===== src/rcr_pkg.sv =====
// package: register map, field layout, reset values and timing counts
package rcr_pkg;
   // ----------------------------------------
   // command word layout
   // ----------------------------------------
   localparam int          CMD_CODE_HI  = 15;
   localparam int          CMD_CODE_LO  = 12;
   localparam int          CMD_ADDR_HI  = 11;
   localparam int          CMD_ADDR_LO  = 8;
   localparam logic [3:0]  CODE_WRITE   = 4'h1;
   localparam logic [3:0]  CODE_READ    = 4'h2;
   localparam logic [3:0]  CODE_RESET   = 4'h3;
   // ----------------------------------------
   // register addresses
   // ----------------------------------------
   localparam logic [3:0]  ADDR_CONFIG  = 4'h1;
   localparam logic [3:0]  ADDR_CONTROL = 4'h2;
   localparam logic [3:0]  ADDR_STATUS  = 4'h9;
   // ----------------------------------------
   // configuration fields
   // ----------------------------------------
   localparam int          CFG_GAIN     = 6;
   localparam int          CFG_LONGCAL  = 5;
   localparam int          CFG_FPIN     = 4;
   localparam int          CFG_APIN     = 3;
   localparam int          CFG_PS_HI    = 2;
   localparam int          CFG_PS_LO    = 1;
   localparam int          CFG_DRX      = 0;
   localparam logic [7:0]  CFG_RESET    = 8'h40;
   // ----------------------------------------
   // control and status fields
   // ----------------------------------------
   localparam int          CTL_HOLD     = 6;
   localparam int          CTL_FTRK     = 3;
   localparam int          CTL_ATRK     = 2;
   localparam int          CTL_POLCAL   = 1;
   localparam int          CTL_FCAL     = 0;
   localparam logic [7:0]  CTL_RESET    = 8'h00;
   localparam int          STS_POLDONE  = 1;
   localparam int          STS_FDONE    = 0;
   // ----------------------------------------
   // calibration timing
   // ----------------------------------------
   localparam int          CLK_NS       = 8;
   localparam int          CAL_SHORT_US = 100;
   localparam int          CAL_LONG_US  = 1000;
   localparam int          CAL_POLL_US  = 500;
   localparam int          CAL_SHORT_CY = (CAL_SHORT_US * 1000) / CLK_NS;
   localparam int          CAL_LONG_CY  = (CAL_LONG_US * 1000) / CLK_NS;
   localparam int          CAL_POLL_CY  = (CAL_POLL_US * 1000) / CLK_NS;
endpackage


===== src/rcr_cal_timer.sv =====
// calibration run timer: counts a load value down and pulses done
`timescale 1ns/1ps
module rcr_cal_timer #(
   parameter int WIDTH = 20
) (
   input  wire logic             clk,
   input  wire logic             srst,
   input  wire logic             start,
   input  wire logic [WIDTH-1:0] length,
   output logic                  busy,
   output logic                  done
);
   logic [WIDTH-1:0] count;

   always_ff @(posedge clk)
   begin
      if (srst)
      begin
         count <= '0;
         busy  <= 1'b0;
         done  <= 1'b0;
      end
      else
      begin
         done <= 1'b0;
         // done blocks a restart while the start bit is still being cleared
         if (start && !busy && !done)
         begin
            count <= length;
            busy  <= 1'b1;
         end
         else if (busy)
         begin
            if (count <= 1)
            begin
               busy <= 1'b0;
               done <= 1'b1;
            end
            else
               count <= count - 1'b1;
         end
      end
   end
endmodule // rcr_cal_timer


===== src/rcr_regs.sv =====
// receiver configuration and control registers behind the serial interface
// Operation
// - command 0x3000 resets every register; host sends it first.
// - host reads 0x2900 until status bit 0 is one.
// - configuration bit 6 selects LNA gain, high after reset.
// - configuration bit 5 selects long precise calibration, reset zero.
// - configuration bit 4 routes read data onto frequency data pin.
// - configuration bit 3 routes read data onto amplitude data pin.
// - configuration bits 2:1 choose off-timer step size, reset zero.
// - configuration bit 0 selects discontinuous receive, reset zero.
// - configuration bit 0 clear means continuous receive.
// - control bit 6 freezes LNA gain state, reset zero.
// - control bit 3 enables frequency peak tracking, reset zero.
// - control bit 2 enables amplitude peak tracking, reset zero.
// - control bit 1 starts poll timer calibration, self clears.
// - control bit 0 starts frequency calibration, self clears.
// - status bit 0 is zero while calibrating, one when done.
`timescale 1ns/1ps
module rcr_regs #(
   parameter int CAL_SHORT_CY = rcr_pkg::CAL_SHORT_CY,
   parameter int CAL_LONG_CY  = rcr_pkg::CAL_LONG_CY,
   parameter int CAL_POLL_CY  = rcr_pkg::CAL_POLL_CY
) (
   input  wire logic clk,
   input  wire logic srst,
   input  wire logic sclk_pin,
   input  wire logic sdi_pin,
   input  wire logic cs_n_pin,
   output logic      sdo,
   output logic      sdo_oe,
   output logic      freq_data_pin,
   output logic      ampl_data_pin,
   input  wire logic freq_data_rx,
   input  wire logic ampl_data_rx,
   output logic      lna_gain_select,
   output logic      long_cal_select,
   output logic      off_timer_prescale_hi,
   output logic      off_timer_prescale_lo,
   output logic      discontinuous_rx_select,
   output logic      continuous_rx,
   output logic      gain_hold,
   output logic      freq_peak_track_enable,
   output logic      ampl_peak_track_enable,
   output logic      freq_cal_running,
   output logic      poll_cal_running,
   output logic      freq_cal_complete_flag
);
   // ----------------------------------------
   // pin synchronisers and edge finding
   // ----------------------------------------
   logic [1:0] sclk_s;
   logic [1:0] sdi_s;
   logic [1:0] cs_s;
   logic       sclk_d;
   logic       cs_d;
   wire        sclk_rise = sclk_s[1] & ~sclk_d;
   wire        sclk_fall = ~sclk_s[1] & sclk_d;
   wire        cs_rise   = cs_s[1] & ~cs_d;
   wire        sel       = ~cs_s[1];

   // ----------------------------------------
   // word shift and decode
   // ----------------------------------------
   logic [15:0] shift;
   logic [4:0]  nbits;
   logic [7:0]  cfg;
   logic [7:0]  ctl;
   logic [7:0]  rd_word;
   logic        poll_done;
   logic        fdone;
   wire  [15:0] word      = shift;
   wire  [3:0]  code      = word[rcr_pkg::CMD_CODE_HI:rcr_pkg::CMD_CODE_LO];
   wire  [3:0]  addr      = word[rcr_pkg::CMD_ADDR_HI:rcr_pkg::CMD_ADDR_LO];
   wire         word_end  = cs_rise && (nbits == 5'd16);
   wire         is_reset  = word_end && code == rcr_pkg::CODE_RESET;
   wire         is_write  = word_end && code == rcr_pkg::CODE_WRITE;
   wire         is_read8  = sel && sclk_rise && nbits == 5'd7
                            && shift[6:3] == rcr_pkg::CODE_READ;
   wire  [3:0]  rd_addr   = {shift[2:0], sdi_s[1]};
   wire         wr_cfg    = is_write && addr == rcr_pkg::ADDR_CONFIG;
   wire         wr_ctl    = is_write && addr == rcr_pkg::ADDR_CONTROL;
   wire  [7:0]  status    = {6'h00, poll_done, fdone};
   wire  [7:0]  rd_sel    = (rd_addr == rcr_pkg::ADDR_CONFIG)  ? {1'b0, cfg[6:0]} :
                            (rd_addr == rcr_pkg::ADDR_CONTROL) ? {1'b0, ctl[6], 2'b00,
                                                                  ctl[3:0]} :
                            (rd_addr == rcr_pkg::ADDR_STATUS)  ? status : 8'h00;

   // ----------------------------------------
   // calibration engines
   // ----------------------------------------
   logic fcal_busy;
   logic fcal_done;
   logic pcal_busy;
   logic pcal_done;
   wire  [19:0] fcal_len = cfg[rcr_pkg::CFG_LONGCAL] ? 20'(CAL_LONG_CY)
                                                     : 20'(CAL_SHORT_CY);
   rcr_cal_timer #(.WIDTH(20)) u_fcal (
      .clk    (clk),
      .srst   (srst | is_reset),
      .start  (ctl[rcr_pkg::CTL_FCAL]),
      .length (fcal_len),
      .busy   (fcal_busy),
      .done   (fcal_done)
   );
   rcr_cal_timer #(.WIDTH(20)) u_pcal (
      .clk    (clk),
      .srst   (srst | is_reset),
      .start  (ctl[rcr_pkg::CTL_POLCAL]),
      .length (20'(CAL_POLL_CY)),
      .busy   (pcal_busy),
      .done   (pcal_done)
   );

   // ----------------------------------------
   // serial front end
   // ----------------------------------------
   always_ff @(posedge clk)
   begin
      if (srst)
      begin
         sclk_s <= 2'b00;
         sdi_s  <= 2'b00;
         cs_s   <= 2'b11;
         sclk_d <= 1'b0;
         cs_d   <= 1'b1;
         shift  <= 16'h0000;
         nbits  <= 5'd0;
      end
      else
      begin
         sclk_s <= {sclk_s[0], sclk_pin};
         sdi_s  <= {sdi_s[0], sdi_pin};
         cs_s   <= {cs_s[0], cs_n_pin};
         sclk_d <= sclk_s[1];
         cs_d   <= cs_s[1];
         if (!sel)
            nbits <= 5'd0;
         else if (sclk_rise && nbits != 5'd16)
         begin
            shift <= {shift[14:0], sdi_s[1]};
            nbits <= nbits + 5'd1;
         end
      end
   end

   // ----------------------------------------
   // read data out: msb first on falling sclk
   // ----------------------------------------
   always_ff @(posedge clk)
   begin
      if (srst)
      begin
         rd_word <= 8'h00;
         sdo     <= 1'b0;
         sdo_oe  <= 1'b0;
      end
      else if (is_read8)
      begin
         rd_word <= rd_sel;
         sdo_oe  <= 1'b1;
      end
      else if (!sel)
         sdo_oe <= 1'b0;
      else if (sclk_fall && sdo_oe)
      begin
         sdo     <= rd_word[7];
         rd_word <= {rd_word[6:0], 1'b0};
      end
   end

   // ----------------------------------------
   // registers
   // ----------------------------------------
   always_ff @(posedge clk)
   begin
      if (srst || is_reset)
      begin
         cfg       <= rcr_pkg::CFG_RESET;
         ctl       <= rcr_pkg::CTL_RESET;
         fdone     <= 1'b0;
         poll_done <= 1'b0;
      end
      else
      begin
         if (wr_cfg)
            cfg <= word[7:0];
         if (wr_ctl)
            ctl <= word[7:0];
         else
         begin
            if (fcal_done)
               ctl[rcr_pkg::CTL_FCAL] <= 1'b0;
            if (pcal_done)
               ctl[rcr_pkg::CTL_POLCAL] <= 1'b0;
         end
         if (wr_ctl && word[rcr_pkg::CTL_FCAL])
            fdone <= 1'b0;
         else if (fcal_done)
            fdone <= 1'b1;
         if (wr_ctl && word[rcr_pkg::CTL_POLCAL])
            poll_done <= 1'b0;
         else if (pcal_done)
            poll_done <= 1'b1;
      end
   end

   // ----------------------------------------
   // registered outputs
   // ----------------------------------------
   always_ff @(posedge clk)
   begin
      if (srst)
      begin
         freq_data_pin           <= 1'b0;
         ampl_data_pin           <= 1'b0;
         lna_gain_select         <= 1'b1;
         long_cal_select         <= 1'b0;
         off_timer_prescale_hi   <= 1'b0;
         off_timer_prescale_lo   <= 1'b0;
         discontinuous_rx_select <= 1'b0;
         continuous_rx           <= 1'b1;
         gain_hold               <= 1'b0;
         freq_peak_track_enable  <= 1'b0;
         ampl_peak_track_enable  <= 1'b0;
         freq_cal_running        <= 1'b0;
         poll_cal_running        <= 1'b0;
         freq_cal_complete_flag  <= 1'b0;
      end
      else
      begin
         freq_data_pin           <= cfg[rcr_pkg::CFG_FPIN] ? sdo : freq_data_rx;
         ampl_data_pin           <= cfg[rcr_pkg::CFG_APIN] ? sdo : ampl_data_rx;
         lna_gain_select         <= cfg[rcr_pkg::CFG_GAIN];
         long_cal_select         <= cfg[rcr_pkg::CFG_LONGCAL];
         off_timer_prescale_hi   <= cfg[rcr_pkg::CFG_PS_HI];
         off_timer_prescale_lo   <= cfg[rcr_pkg::CFG_PS_LO];
         discontinuous_rx_select <= cfg[rcr_pkg::CFG_DRX];
         continuous_rx           <= ~cfg[rcr_pkg::CFG_DRX];
         gain_hold               <= ctl[rcr_pkg::CTL_HOLD];
         freq_peak_track_enable  <= ctl[rcr_pkg::CTL_FTRK];
         ampl_peak_track_enable  <= ctl[rcr_pkg::CTL_ATRK];
         freq_cal_running        <= fcal_busy;
         poll_cal_running        <= pcal_busy;
         freq_cal_complete_flag  <= fdone;
      end
   end

   // ----------------------------------------
   // checks
   // ----------------------------------------
   property p_reset_cmd;
      @(posedge clk) disable iff (srst) is_reset |=> cfg == 8'h40 && ctl == 8'h00;
   endproperty
   a_reset_cmd: assert property (p_reset_cmd) else $error("reset command ignored");
   property p_gain;
      @(posedge clk) disable iff (srst) 1 |=> lna_gain_select == $past(cfg[6]);
   endproperty
   a_gain: assert property (p_gain) else $error("gain output wrong");
   property p_cont;
      @(posedge clk) disable iff (srst) 1 |=> continuous_rx == !$past(cfg[0])
         && continuous_rx != discontinuous_rx_select;
   endproperty
   a_cont: assert property (p_cont) else $error("receive mode outputs disagree");
   property p_drx;
      @(posedge clk) disable iff (srst)
         wr_cfg |=> ##1 discontinuous_rx_select == $past(word[0], 2);
   endproperty
   a_drx: assert property (p_drx) else $error("receive mode not taken");
   property p_fcal_clear;
      @(posedge clk) disable iff (srst) fcal_done && !wr_ctl && !is_reset |=> !ctl[0];
   endproperty
   a_fcal_clear: assert property (p_fcal_clear) else $error("start bit not cleared");
   property p_pcal_clear;
      @(posedge clk) disable iff (srst) pcal_done && !wr_ctl && !is_reset |=> !ctl[1];
   endproperty
   a_pcal_clear: assert property (p_pcal_clear) else $error("poll start bit stuck");
   property p_done_low;
      @(posedge clk) disable iff (srst) fcal_busy |-> !fdone;
   endproperty
   a_done_low: assert property (p_done_low) else $error("done while calibrating");
   property p_track;
      @(posedge clk) disable iff (srst)
         wr_ctl |=> ##1 freq_peak_track_enable == $past(word[3], 2)
                     && ampl_peak_track_enable == $past(word[2], 2);
   endproperty
   a_track: assert property (p_track) else $error("tracking enables not taken");
   property p_hold;
      @(posedge clk) disable iff (srst) wr_ctl |=> ##1 gain_hold == $past(word[6], 2);
   endproperty
   a_hold: assert property (p_hold) else $error("gain hold not taken");
endmodule // rcr_regs


===== config.mk =====
export PLATFORM = sky130hd
export DESIGN_NAME = rcr_regs
export DESIGN_NICKNAME = d
export VERILOG_FILES = /design/src/rcr_pkg.sv /design/src/rcr_cal_timer.sv /design/src/rcr_regs.sv
export SDC_FILE = /design/constraint.sdc
export NUM_CORES = 1
export LEC_CHECK = 0
export BUFFER_PORTS_ARGS = -buffer_cell sky130_fd_sc_hd__buf_2
export CORE_UTILIZATION = 55
export DETAILED_ROUTE_END_ITERATION = 8
export PLACE_DENSITY = 0.8
export SETUP_SLACK_MARGIN = 0.1
export SYNTH_ARGS = -nofsm -noshare
export SYNTH_HDL_FRONTEND = slang
export SYNTH_SLANG_ARGS = --single-unit

===== constraint.sdc =====
create_clock -name clk -period 2.3 [get_ports clk]
set_clock_uncertainty 0.1 [all_clocks]
set_input_delay 0.115 -clock clk [delete_from_list [all_inputs] [get_ports clk]]
set_output_delay 0.115 -clock clk [all_outputs]
set_load 0.02 [all_outputs]

==> results of run 1 <==
-- registers in the layout, summed over array words and instances, names as in the netlist, 2 cells and up --
| register | flops |
|---|---|
| u_fcal.count | 20 |
| u_pcal.count | 20 |
| shift | 16 |
| rd_word | 8 |
| cfg | 7 |
| ctl | 5 |
| nbits | 5 |
| cs_s | 2 |
| sclk_s | 2 |
| sdi_s | 2 |
-- worst paths after layout --
| check | from | to | slack, ps |
|---|---|---|---|
| hold / removal | cs_s[0]$_SDFF_PP1_ | cs_s[1]$_SDFF_PP1_ | 340 |
| setup reg to reg | u_pcal.count[5]$_SDFFE_PP0P_ | u_pcal.count[4]$_SDFFE_PP0P_ | 20 |
| hold reg to reg | cs_s[0]$_SDFF_PP1_ | cs_s[1]$_SDFF_PP1_ | 340 |
| setup / recovery | u_pcal.count[5]$_SDFFE_PP0P_ | u_pcal.count[4]$_SDFFE_PP0P_ | 20 |
-- layer usage --
metal / up-vias / wire length (um)
li1: 1900 / -
met1: 1838 / 4780
met2: 88 / 5370
met3: 17 / 423
met4: 0 / 158
met5: - / 0
-- area by class of cell --
type	instances	area (um2)	area share (%)
clock inverters	6	68.8	1.22
clock buffers	10	128	2.26
inverters	10	37.5	0.665
well taps	105	131	2.33
multi-input cells	360	2570	45.5
repair buffers	65	472	8.36
flip-flops and latches	111	2240	39.6
-- cell usage in the layout, fill, tap and decap left out, types with 3 or more instances in the layout --
cell type | Yosys | routed
sky130_fd_sc_hd__xor2_1 | 11 | 11
sky130_fd_sc_hd__nand2b_1 | 5 | 5
sky130_fd_sc_hd__a31oi_1 | 5 | 5
sky130_fd_sc_hd__buf_6 | 2 | 3
sky130_fd_sc_hd__dfxtp_1 | 111 | 103
sky130_fd_sc_hd__nor3_2 | 1 | 5
sky130_fd_sc_hd__inv_1 | 10 | 8
sky130_fd_sc_hd__dfxtp_2 | 0 | 6
sky130_fd_sc_hd__a21oi_1 | 36 | 35
sky130_fd_sc_hd__nor4_2 | 5 | 6
sky130_fd_sc_hd__a22oi_1 | 5 | 5
sky130_fd_sc_hd__a22o_1 | 3 | 3
sky130_fd_sc_hd__buf_4 | 0 | 33
sky130_fd_sc_hd__xnor2_1 | 17 | 17
sky130_fd_sc_hd__clkbuf_8 | 0 | 9
sky130_fd_sc_hd__nand3_1 | 10 | 10
sky130_fd_sc_hd__nor2b_1 | 18 | 18
sky130_fd_sc_hd__o21ai_0 | 10 | 9
sky130_fd_sc_hd__nor4_4 | 1 | 7
sky130_fd_sc_hd__nand2_1 | 21 | 21
sky130_fd_sc_hd__dlygate4sd3_1 | 0 | 6
sky130_fd_sc_hd__mux2i_1 | 32 | 31
sky130_fd_sc_hd__nor4_1 | 15 | 8
sky130_fd_sc_hd__nor2_1 | 70 | 69
sky130_fd_sc_hd__ha_1 | 6 | 4
sky130_fd_sc_hd__o31ai_1 | 3 | 3
sky130_fd_sc_hd__buf_2 | 2 | 22
sky130_fd_sc_hd__nor3_1 | 12 | 7
sky130_fd_sc_hd__or2_2 | 7 | 7
sky130_fd_sc_hd__or3_1 | 13 | 12
sky130_fd_sc_hd__or4_1 | 9 | 7
sky130_fd_sc_hd__or4_4 | 2 | 4
-- kinds of logic (layout without fill, tap and decap cells) --
| kind of cell | after synthesis | after routing | share of synthesized area, % |
|---|---|---|---|
| AO/OA/AOI/OAI | 84 | 84 | 11.1 |
| XOR/XNOR | 28 | 28 | 5.21 |
| adder cells (fa/ha/maj) | 6 | 6 | 1.60 |
| buffers and inverters | 33 | 91 | 3.01 |
| flip-flops | 111 | 111 | 47.2 |
| multiplexers | 32 | 32 | 6.81 |
| AND/OR/NAND/NOR | 210 | 210 | 25.0 |
-- critical path, delay by kind of cell (launching register included) --
family | cells | cell delay (ps)
AND/OR/NAND/NOR | 3 | 1140
XOR/XNOR | 1 | 210
buffers and inverters | 1 | 180
flip-flops | 1 | 340
AO/OA/AOI/OAI | 1 | 220
-- timing repair --
| item | in CTS | in global routing |
|---|---|---|
| resized for setup | 20 | 34 |
| setup endpoints to repair | 33 | 50 |
| pin swaps | 5 | 13 |
| hold endpoints to repair | 7 | 0 |
| hold buffers | 6 | 0 |
| buffers inserted | 2 | 1 |
-- power by group through the flow --
stage / combinational, W / sequential [W] / clock, W
2_1_floorplan: 0.0000425 / 0.00198 / 0
3_3_place_gp: 0.0000723 / 0.00198 / 0
3_5_place_dp: 0.0000746 / 0.00198 / 0
4_1_cts: 0.0000833 / 0.00193 / 0.00119
5_1_grt: 0.0000903 / 0.00193 / 0.00126
6_report: 0.0000835 / 0.00193 / 0.00116
-- per-stage QoR --
stage               cells  setup WS [ps]
floorplan             504           29.1
global placement      642          -2.44
detailed placement    642          -93.2
CTS                   666           35.5
global route          667          -53.6
finish                667           16.3
==> load_flow_metrics.sql, run 1 <==
INSERT INTO impl_metrics (metric_group, metric, value, unit) VALUES
('run_status', 'run_status', 'complete, no violations', ''),
('min_path', 'hp-class', 'reg2reg', ''),
('clock_network', 'h-tree-depth', '3', ''),
('sta', 'rsz0062_at_grt', 'true', ''),
('sta', 'finalWorstPathRequiredPeriod', '2280', 'ps'),
('clock_network', 'cts_buffer_depth', '2', ''),
('synth', 'synthMostInstantiatedCell', 'sky130_fd_sc_hd__dfxtp_1', ''),
('global_route', 'total_grt_usage', '25.2', '%'),
('finish', 'drive_above_1_share', '24.0', '%'),
('clock_network', 'tritoncts_num_sinks', '111', ''),
('detailed_routing', 'route.antenna.remaining_nets', '0', ''),
('pwr', 'power_switching', '0.000704', 'W'),
('sta', 'report.final.slew_viol_count', '0', ''),
('pwr', 'power_per_cell_area', '562', 'nW/um2'),
('clock_network', 'cts-root-buf', 'sky130_fd_sc_hd__clkbuf_8', ''),
('floorplanning', 'die_h', '94.5', 'um'),
('synth', 'yosys-top-cells-area', 'sky130_fd_sc_hd__dfxtp_1 (47%), sky130_fd_sc_hd__mux2i_1 (6.8%), sky130_fd_sc_hd__nor2_1 (5.6%)', ''),
('clock_network', 'cts_tree', 'done', ''),
('global_route', 'grt_overflow', '0', ''),
('pwr', 'proportion_of_power_drawn_by_flip_flops_and_latches', '60.8', '%'),
('finish', 'finalInstanceArea', '5640', 'um2'),
('sta', 'finalSetupViolations', '0', ''),
('placement', 'placedInstanceArea', '5130', 'um2'),
('sta', 'final_min_period_over_clock_period', '99.3', '%'),
('synth', 'commonest_register_cell_after_synthesis', 'sky130_fd_sc_hd__dfxtp_1', ''),
('synth', 'count_of_flip_flops_with_a_built_in_enable_after_synthesis', '0', ''),
('pwr', 'clock_power_share', '36.6', '%'),
('finish', 'fillCellCount', '649', ''),
('setup_path', 'timing.critical_path.cells', 'or4_4 -> or4_4 -> buf_6 -> o2111ai_2 -> xor2_1 -> nor2_1', ''),
('global_route', 'grt_use_met1', '32.2', '%'),
('detailed_routing', 'route.final.wire_length', '10700', 'um'),
('sta', 'final.setup.tns', '0', 'ps'),
('setup_path', 'endpoint_kind', 'flop', ''),
('pwr', 'static_power_due_to_leakage', '2.15', 'nW'),
('setup_path', 'criticalPathCategory', 'reg2reg', ''),
('global_route', 'grt_pass1_vias', '3761', ''),
('detailed_routing', 'drt-wirelength-per-cell', '16.1', 'um'),
('setup_path', 'timing.critical_path.from_type', 'flop', ''),
('detailed_routing', 'drt-initial-drc-count', '194', ''),
('detailed_routing', 'drc_errors', '0', ''),
('synth', 'post_synth_instance_area', '4700', 'um2'),
('setup_path', 'arrival', '2450', 'ps'),
('pwr', 'power.share.switching', '22.2', '%'),
('sta', 'whs', '336', 'ps'),
('finish', 'fin_nets', '570', ''),
('sta', 'fmax', '438', 'MHz'),
('synth', 'synth_seq_area_share', '47.2', '%'),
('global_route', 'use_met3', '4.83', '%'),
('pwr', 'total_power', '0.00317', 'W'),
('floorplanning', 'num_ports', '23', ''),
('pwr', 'cell_internal_pwr', '0.00247', 'W'),
('global_route', 'largest_net_degree_at_the_start_of_global_routing', '50', ''),
('setup_path', 'reg2reg_depth', '6', ''),
('detailed_routing', 'drt_first_pass_iters', '5', ''),
('sta', 'tightest_slew', '712', 'ps'),
('global_route', 'grt_antenna_before_repair', '0', ''),
('synth', 'synth_area_per_cell', '9.33', 'um2'),
('synth', 'most_area_hungry_cell_type_in_the_yosys_netlist', 'sky130_fd_sc_hd__dfxtp_1', ''),
('synth', 'post_synth_inst_count', '504', ''),
('finish', 'insertedDiodeCount', '0', ''),
('synth', 'synth-seq-cells', '111', ''),
('setup_path', 'critical_path.slowest_cell', 'sky130_fd_sc_hd__or4_4', ''),
('finish', 'postLayoutCoreUtil', '68.3', '%'),
('synth', 'syn_nets', '517', ''),
('floorplanning', 'floorplan.initialDensity', '57.0', '%'),
('pwr', 'comb_power_share', '2.6', '%'),
('setup_path', 'critical-path-top-cell-by-count', 'sky130_fd_sc_hd__or4_4', ''),
('synth', 'synth-warning-count', '0', ''),
('floorplanning', 'design.core.area', '8260', 'um2'),
('clock_network', 'cts.reportedPaths.clkPinSlew', '100', 'ps'),
('pwr', 'vdd_ir_drop_max', '372', 'uV');
(Power assumes the default switching activity.)
==> run 2: changes to the inputs <==
--- a/config.mk
+++ b/config.mk
@@ -6,9 +6,11 @@
 export NUM_CORES = 1
 export LEC_CHECK = 0
 export BUFFER_PORTS_ARGS = -buffer_cell sky130_fd_sc_hd__buf_2
-export CORE_UTILIZATION = 55
+export CELL_PAD_IN_SITES_DETAIL_PLACEMENT = 1
+export CELL_PAD_IN_SITES_GLOBAL_PLACEMENT = 2
+export CORE_UTILIZATION = 35
 export DETAILED_ROUTE_END_ITERATION = 8
-export PLACE_DENSITY = 0.8
+export PLACE_DENSITY = 0.79
 export SETUP_SLACK_MARGIN = 0.1
 export SYNTH_ARGS = -nofsm -noshare
 export SYNTH_HDL_FRONTEND = slang
==> run 2 against run 1 <==
  * Flip-flop and latch count did not move
  * Critical path depth did not move
  * Die area grew 56%
  * Design area grew 6.5%
  * Non-clock buffer count increased by 16
  * Highest routed layer unchanged
==> load_flow_metrics.sql, run 2 (same netlist as run 1, synthesis figures left out) <==
INSERT INTO impl_metrics (metric_group, metric, value, unit) VALUES
('clock_network', 'h-tree-depth', '3', ''),
('sta', 'timing.max_slew.rel_slack', '57.5', '%'),
('global_route', 'grt_use_met1', '23.5', '%'),
('finish', 'insertedDiodeCount', '0', ''),
('placement', 'detailed_place_hpwl', '8210', 'um'),
('finish', 'fin_nets', '587', ''),
('floorplanning', 'num_ports', '23', ''),
('clock_network', 'cts_buffers', '9', ''),
('global_route', 'grt-busiest-layer', 'met2', ''),
('finish', 'postLayoutCoreUtil', '46.7', '%'),
('clock_network', 'tritoncts_num_sinks', '111', ''),
('sta', 'report.final.slew_viol_count', '0', ''),
('setup_path', 'criticalPathCategory', 'reg2reg', ''),
('detailed_routing', 'route.antenna.remaining_nets', '0', ''),
('sta', 'hold_viol', '0', ''),
('sta', 'rsz0062_at_grt', 'true', ''),
('global_route', 'grt_overflow', '0', ''),
('pwr', 'power_per_cell_area', '585', 'nW/um2'),
('pwr', 'vdd_ir_drop_max', '357', 'uV'),
('setup_path', 'worstPathMaxFanout', '5', ''),
('clock_network', 'cts_buffer_depth', '2', ''),
('detailed_routing', 'route.final.wire_length', '12300', 'um'),
('floorplanning', 'floorplan.initialDensity', '36.5', '%'),
('setup_path', 'worst_path_dominant_cell_family', 'simple AND/OR/NAND/NOR gates', ''),
('floorplanning', 'die_area', '13900', 'um2'),
('detailed_routing', 'drc_errors', '0', ''),
('detailed_routing', 'drt-initial-drc-count', '202', ''),
('setup_path', 'endpoint_kind', 'flop', ''),
('detailed_routing', 'via_count', '3922', ''),
('finish', 'layout_common_cells', 'sky130_fd_sc_hd__dfxtp_1 (102), sky130_fd_sc_hd__nor2_1 (68), sky130_fd_sc_hd__buf_4 (48)', ''),
('finish', 'layout.cells.non_filler', '751', ''),
('pwr', 'static_power_due_to_leakage', '2.35', 'nW'),
('floorplanning', 'design.core.area', '12900', 'um2'),
('min_path', 'hp-class', 'in2reg', ''),
('global_route', 'total_grt_usage', '18.1', '%'),
('clock_network', 'cts-root-buf', 'sky130_fd_sc_hd__clkbuf_16', ''),
('detailed_routing', 'drt_first_pass_iters', '5', ''),
('placement', 'placedCellCount', '725', ''),
('floorplanning', 'die_h', '118', 'um'),
('setup_path', 'critical_path.slowest_cell', 'sky130_fd_sc_hd__or4_4', ''),
('clock_network', 'cts.reportedPaths.clkPinSlew', '70', 'ps'),
('sta', 'finalWorstPathRequiredPeriod', '2300', 'ps'),
('pwr', 'total_power', '0.00351', 'W'),
('setup_path', 'timing.critical_path.cells', 'or4_4 -> or4_4 -> buf_6 -> nor4_4 -> xnor2_1 -> a21oi_1', ''),
('global_route', 'grt_first_pass_wirelength', '20200', 'um'),
('sta', 'whs', '127', 'ps'),
('setup_path', 'arrival', '2440', 'ps'),
('flow_run', 'max-cap-violations', '0', ''),
('clock_network', 'clkLatencyLatePin', '360', 'ps'),
('placement', 'placedInstanceArea', '5340', 'um2'),
('global_route', 'grt_antenna_before_repair', '0', ''),
('global_route', 'use_met3', '5.04', '%'),
('placement', 'routabilityCongestion', '0.759', ''),
('sta', 'tightest_slew', '635', 'ps'),
('detailed_routing', 'drt-wirelength-per-cell', '16.4', 'um'),
('finish', 'drive_above_1_share', '26.9', '%'),
('floorplanning', 'placement_rows', '41', ''),
('detailed_routing', 'detail_route.vias_per_cell', '5.22', ''),
('clock_network', 'cts_tree', 'done', ''),
('sta', 'fmax', '435', 'MHz'),
('setup_path', 'crit_buf_inv', '1', ''),
('sta', 'finalSetupViolations', '0', ''),
('setup_path', 'timing.critical_path.from_type', 'flop', ''),
('finish', 'finalInstanceArea', '6010', 'um2'),
('finish', 'final_common_cell', 'sky130_fd_sc_hd__dfxtp_1', ''),
('setup_path', 'cp.required', '2440', 'ps'),
('placement', 'place.port_buffers', '22', ''),
('sta', 'final_min_period_over_clock_period', '99.9', '%'),
('finish', 'areaGrowthSynthToFinish', '27.7', '%'),
('run_status', 'run_status', 'complete, no violations', ''),
('floorplanning', 'dieWidth', '118', 'um'),
('global_route', 'grt_pass1_vias', '4012', ''),
('finish', 'reg_top3', 'u_fcal.count x20, u_pcal.count x20, shift x16', ''),
('global_route', 'largest_net_degree_at_the_start_of_global_routing', '48', ''),
('setup_path', 'crit_path_max_incr_delay', '580', 'ps'),
('global_route', 'grt_util_met2', '29.5', '%'),
('setup_path', 'critical-path-top-cell-by-count', 'sky130_fd_sc_hd__or4_4', '');
## run 2: cell count changes in the layout (fill, tap and decap cells not counted), moves of 3 or more
cell,previous run,this run
sky130_fd_sc_hd__buf_4,33,48
sky130_fd_sc_hd__clkbuf_16,0,9
sky130_fd_sc_hd__clkbuf_8,9,2
sky130_fd_sc_hd__clkinv_2,1,4
sky130_fd_sc_hd__dfxtp_2,6,9
sky130_fd_sc_hd__or4_4,4,7
## run 2: cell type report
| class | instances | area (um2) |
|---|---|---|
| clock buffer | 12 | 256 |
| clock inverter | 4 | 20.0 |
| multi-input combinational | 361 | 2650 |
| timing repair buffer | 81 | 597 |
| fill | 1457 | 6870 |
| sequential | 111 | 2230 |
| inverter | 10 | 37.5 |
| tap | 172 | 215 |
## run 2: per-stage QoR
stage                     TNS [ps]  worst slack (ps)
final                            0              3.14
after global routing          -111             -36.1
after CTS                        0              17.3
after floorplan                  0              29.1
after global placement       -18.4             -17.1
after detailed placement      -361              -130
## run 2: path summary, 6_finish.rpt
path / end / from / depth (start not counted) / slack (ps)
setup reg to reg: u_pcal.count[15]$_SDFFE_PP0P_ / u_pcal.count[2]$_SDFFE_PP0P_ / 6 / 3
setup / recovery: u_pcal.count[15]$_SDFFE_PP0P_ / u_pcal.count[2]$_SDFFE_PP0P_ / 6 / 3
hold / removal: u_fcal.count[15]$_SDFFE_PP0P_ / srst / 5 / 130
hold reg to reg: cs_s[1]$_SDFF_PP1_ / cs_s[0]$_SDFF_PP1_ / 1 / 320
## run 2: worst register-to-register path, stage by stage (launching register included)
cell and delay (ps):
sky130_fd_sc_hd__dfxtp_2 320, sky130_fd_sc_hd__or4_4 540, sky130_fd_sc_hd__or4_4 580, sky130_fd_sc_hd__buf_6 160, sky130_fd_sc_hd__nor4_4 250, sky130_fd_sc_hd__xnor2_1 150, sky130_fd_sc_hd__a21oi_1 70
## run 2: metal layers
metal | vias to the layer above | wire (um)
met5 | - | 0
met4 | 0 | 125
met3 | 9 | 341
met2 | 48 | 5940
met1 | 1930 | 5940
li1 | 1935 | -
## run 2: timing repair
item,in CTS,in global routing
setup endpoints to repair,38,51
gates resized for setup,23,42
endpoints found under the hold margin,5,0
hold buffers,5,0
setup buffers,1,3
pin swaps,11,17
gates cloned,1,0
## run 2: power by group
group / switching [W] / total, W / internal [W]
sequential: 0.00000429 / 0.00193 / 0.00193
clock: 0.000703 / 0.00149 / 0.000788
combinational: 0.0000531 / 0.0000917 / 0.0000386
total: 0.000760 / 0.00351 / 0.00275
==> run 3: changes to the inputs <==
--- a/config.mk
+++ b/config.mk
@@ -11,7 +11,6 @@
 export CORE_UTILIZATION = 35
 export DETAILED_ROUTE_END_ITERATION = 8
 export PLACE_DENSITY = 0.79
-export SETUP_SLACK_MARGIN = 0.1
 export SYNTH_ARGS = -nofsm -noshare
 export SYNTH_HDL_FRONTEND = slang
 export SYNTH_SLANG_ARGS = --single-unit
==> constraint.sdc (replaced) <==
create_clock -name clk -period 2.3 [get_ports clk]
set_clock_uncertainty 0.1 [all_clocks]
set_input_delay 0.345 -clock clk [delete_from_list [all_inputs] [get_ports clk]]
set_output_delay 0.345 -clock clk [all_outputs]
set_load 0.02 [all_outputs]
==> run 3 against run 2 <==
  * The flow now finishes with violations (negative setup slack)
  * Clock power increased by 5%
  * Combinational power decreased by 17%
  * Flip-flop and latch count unchanged
  * Sequential power about the same
  * Setup slack got worse by 16 ps
  * Final cell count decreased by 0.80%
  * Global-route usage decreased by 0.46 points
  * Wire length decreased by 4.3%
  * Maximum frequency decreased by 0.67%
  * Largest power group unchanged
  * Highest routed layer unchanged
==> load_flow_metrics.sql, run 3 (same netlist as run 1, synthesis figures left out) <==
INSERT INTO impl_metrics (metric_group, metric, value, unit) VALUES
('sta', 'finalWorstPathRequiredPeriod', '2310', 'ps'),
('run_status', 'run_status', 'complete, but fails checks', ''),
('pwr', 'vdd_ir_drop_max', '335', 'uV'),
('finish', 'fillCellCount', '1474', ''),
('sta', 'fmax', '432', 'MHz'),
('clock_network', 'cts_tree', 'done', ''),
('setup_path', 'cp.required', '2440', 'ps'),
('setup_path', 'arrival', '2450', 'ps'),
('clock_network', 'cts.reportedPaths.clkPinSlew', '70', 'ps'),
('global_route', 'grt_overflow', '0', ''),
('setup_path', 'worstReg2RegEnd', 'u_pcal.count[13]$_SDFFE_PP0P_', ''),
('setup_path', 'crit_path_max_incr_delay', '570', 'ps'),
('clock_network', 'cts-root-buf', 'sky130_fd_sc_hd__clkbuf_16', ''),
('finish', 'final_common_cell', 'sky130_fd_sc_hd__dfxtp_1', ''),
('detailed_routing', 'route.final.wire_length', '11800', 'um'),
('floorplanning', 'placement_rows', '41', ''),
('sta', 'final.setup.worst_slack', '-12.4', 'ps'),
('global_route', 'grt_first_pass_wirelength', '19600', 'um'),
('setup_path', 'criticalPathCategory', 'reg2reg', ''),
('floorplanning', 'die_area', '13900', 'um2'),
('finish', 'layout_common_cells', 'sky130_fd_sc_hd__dfxtp_1 (109), sky130_fd_sc_hd__nor2_1 (70), sky130_fd_sc_hd__buf_4 (53)', ''),
('detailed_routing', 'detail_route.vias_per_cell', '5.19', ''),
('setup_path', 'worstPathMaxFanout', '5', ''),
('detailed_routing', 'route.antenna.remaining_nets', '0', ''),
('setup_path', 'critical-path-top-cell-by-count', 'sky130_fd_sc_hd__or4_4', ''),
('finish', 'fin_nets', '583', ''),
('clock_network', 'clkLatencyLatePin', '350', 'ps'),
('setup_path', 'worst_path_dominant_cell_family', 'simple AND/OR/NAND/NOR gates', ''),
('sta', 'rsz0062_at_grt', 'true', ''),
('setup_path', 'timing.critical_path.cells', 'or4_4 -> or4_4 -> buf_4 -> nor4_4 -> xnor2_1 -> a21oi_1', ''),
('setup_path', 'reg2reg_from', 'u_pcal.count[8]$_SDFFE_PP0P_', ''),
('placement', 'routabilityCongestion', '0.790', ''),
('min_path', 'hp-class', 'in2reg', ''),
('placement', 'detailed_place_hpwl', '8410', 'um'),
('pwr', 'power_per_cell_area', '616', 'nW/um2'),
('setup_path', 'critical_path.slowest_cell', 'sky130_fd_sc_hd__or4_4', ''),
('global_route', 'largest_net_degree_at_the_start_of_global_routing', '39', ''),
('finish', 'drive_above_1_share', '22.9', '%'),
('setup_path', 'crit_buf_inv', '1', ''),
('run_status', 'failed_checks', 'negative setup slack', ''),
('detailed_routing', 'via_count', '3867', ''),
('placement', 'place.port_buffers', '22', ''),
('finish', 'layout.cells.non_filler', '745', ''),
('sta', 'finalSetupViolations', '2', ''),
('floorplanning', 'die_h', '118', 'um'),
('clock_network', 'cts_buffers', '9', ''),
('setup_path', 'timing.critical_path.from_type', 'flop', ''),
('global_route', 'grt_pass1_vias', '3934', ''),
('setup_path', 'reg2reg_slack', '-10', 'ps'),
('sta', 'tightest_slew', '591', 'ps'),
('placement', 'placedCellCount', '729', ''),
('sta', 'final_min_period_over_clock_period', '101', '%'),
('detailed_routing', 'drt_first_pass_iters', '4', ''),
('flow_run', 'max-cap-violations', '0', ''),
('detailed_routing', 'drt-wirelength-per-cell', '15.9', 'um'),
('sta', 'report.final.slew_viol_count', '0', ''),
('setup_path', 'reg2reg_depth', '6', ''),
('floorplanning', 'floorplan.initialDensity', '36.5', '%'),
('sta', 'hold_viol', '0', ''),
('clock_network', 'cts_buffer_depth', '2', ''),
('floorplanning', 'num_ports', '23', ''),
('finish', 'insertedDiodeCount', '0', ''),
('clock_network', 'tritoncts_num_sinks', '111', ''),
('min_path', 'min_delay_worst_endpoint', 'cs_s[0]$_SDFF_PP1_', ''),
('global_route', 'grt_antenna_before_repair', '0', ''),
('detailed_routing', 'drt-initial-drc-count', '151', ''),
('finish', 'reg_top3', 'u_fcal.count x20, u_pcal.count x20, shift x16', ''),
('detailed_routing', 'drc_errors', '0', ''),
('setup_path', 'endpoint_kind', 'flop', ''),
('sta', 'whs', '82.8', 'ps'),
('sta', 'timing.max_slew.rel_slack', '60.2', '%'),
('global_route', 'total_grt_usage', '17.6', '%'),
('placement', 'placedInstanceArea', '5350', 'um2'),
('pwr', 'static_power_due_to_leakage', '2.28', 'nW'),
('finish', 'areaGrowthSynthToFinish', '23.4', '%'),
('finish', 'finalInstanceArea', '5800', 'um2'),
('clock_network', 'h-tree-depth', '3', ''),
('placement', 'dp_slack', '-36.0', 'ps'),
('sta', 'final.setup.tns', '-22.1', 'ps'),
('floorplanning', 'dieWidth', '118', 'um'),
('min_path', 'min_from', 'cs_n_pin', ''),
('min_path', 'min_path_cells', '2', ''),
('floorplanning', 'design.core.area', '12900', 'um2');
[run 3: cell count changes in the layout (fill, tap and decap cells not counted), moves of 4 or more]
cell                            delta
sky130_fd_sc_hd__dfxtp_1           +7
sky130_fd_sc_hd__dfxtp_2           -7
sky130_fd_sc_hd__buf_4             +5
sky130_fd_sc_hd__dlygate4sd3_1     -5
sky130_fd_sc_hd__nor4_1            +5
sky130_fd_sc_hd__clkinv_2          -4
[run 3: repair_timing]
action / CTS / global route
hold endpoints to repair: 0 / 0
pin swaps: 0 / 13
gates resized for setup: 5 / 21
cloned: 0 / 1
hold buffers: 0 / 0
setup endpoints to repair: 18 / 40
buffers inserted: 1 / 0
[run 3: metrics by stage]
step / util [%] / power [W]
5_1_grt: 45.1 / 0.00372
2_1_floorplan: - / 0.00202
4_1_cts: 44.2 / 0.00363
3_5_place_dp: 41.6 / 0.00205
3_3_place_gp: 41.6 / 0.00205
6_report: 45.1 / 0.00358
[run 3: layout make-up]
type,count,area [um2],share of cell area [%]
Multi-Input combinational cell,361,2500,43.1
Sequential cell,111,2220,38.3
Timing Repair Buffer,77,531,9.14
Clock buffer,10,239,4.12
Tap cell,172,215,3.71
Clock inverter,4,55.1,0.949
Inverter,10,37.5,0.647
[run 3: report_power, final]
group / internal, W / switching, W
clock network: 0.000870 / 0.000696
logic: 0.0000269 / 0.0000496
registers: 0.00193 / 0.00000423
[run 3: worst reg2reg max path: cells and delay by family (launching register included)]
family | cells | cell delay [ps]
and+or+nand+nor | 3 | 1360
DFF | 1 | 320
buffers and inverters | 1 | 190
xor gates and xnor gates | 1 | 140
AOI/OAI and AO/OA | 1 | 80
[run 3: worst max-delay path by stage]
stage / cells after the start / end / startpoint / slack (ps)
2_1_floorplan: 7 / u_pcal.count[15]$_SDFFE_PP0P_ / u_pcal.count[2]$_SDFFE_PP0P_ / 0.5
6_report: 6 / u_pcal.count[13]$_SDFFE_PP0P_ / u_pcal.count[8]$_SDFFE_PP0P_ / -10
3_3_place_gp: 6 / u_pcal.count[15]$_SDFFE_PP0P_ / u_pcal.count[5]$_SDFFE_PP0P_ / 20
4_1_cts: 5 / u_pcal.count[19]$_SDFFE_PP0P_ / u_pcal.count[5]$_SDFFE_PP0P_ / -30
5_1_grt: 6 / u_pcal.count[13]$_SDFFE_PP0P_ / u_pcal.count[8]$_SDFFE_PP0P_ / -80
3_5_place_dp: 5 / u_pcal.count[19]$_SDFFE_PP0P_ / u_pcal.count[5]$_SDFFE_PP0P_ / -40
[run 3: per-layer routing]
layer  part of all wire, %  vias up  global-route usage [%]
met3                   2.6        7                    4.94
li1                      -     1926                       -
met1                    48     1891                    22.4
met2                    49       43                    29.2
met5                     0        -                       0
met4                  0.76        0                    4.49
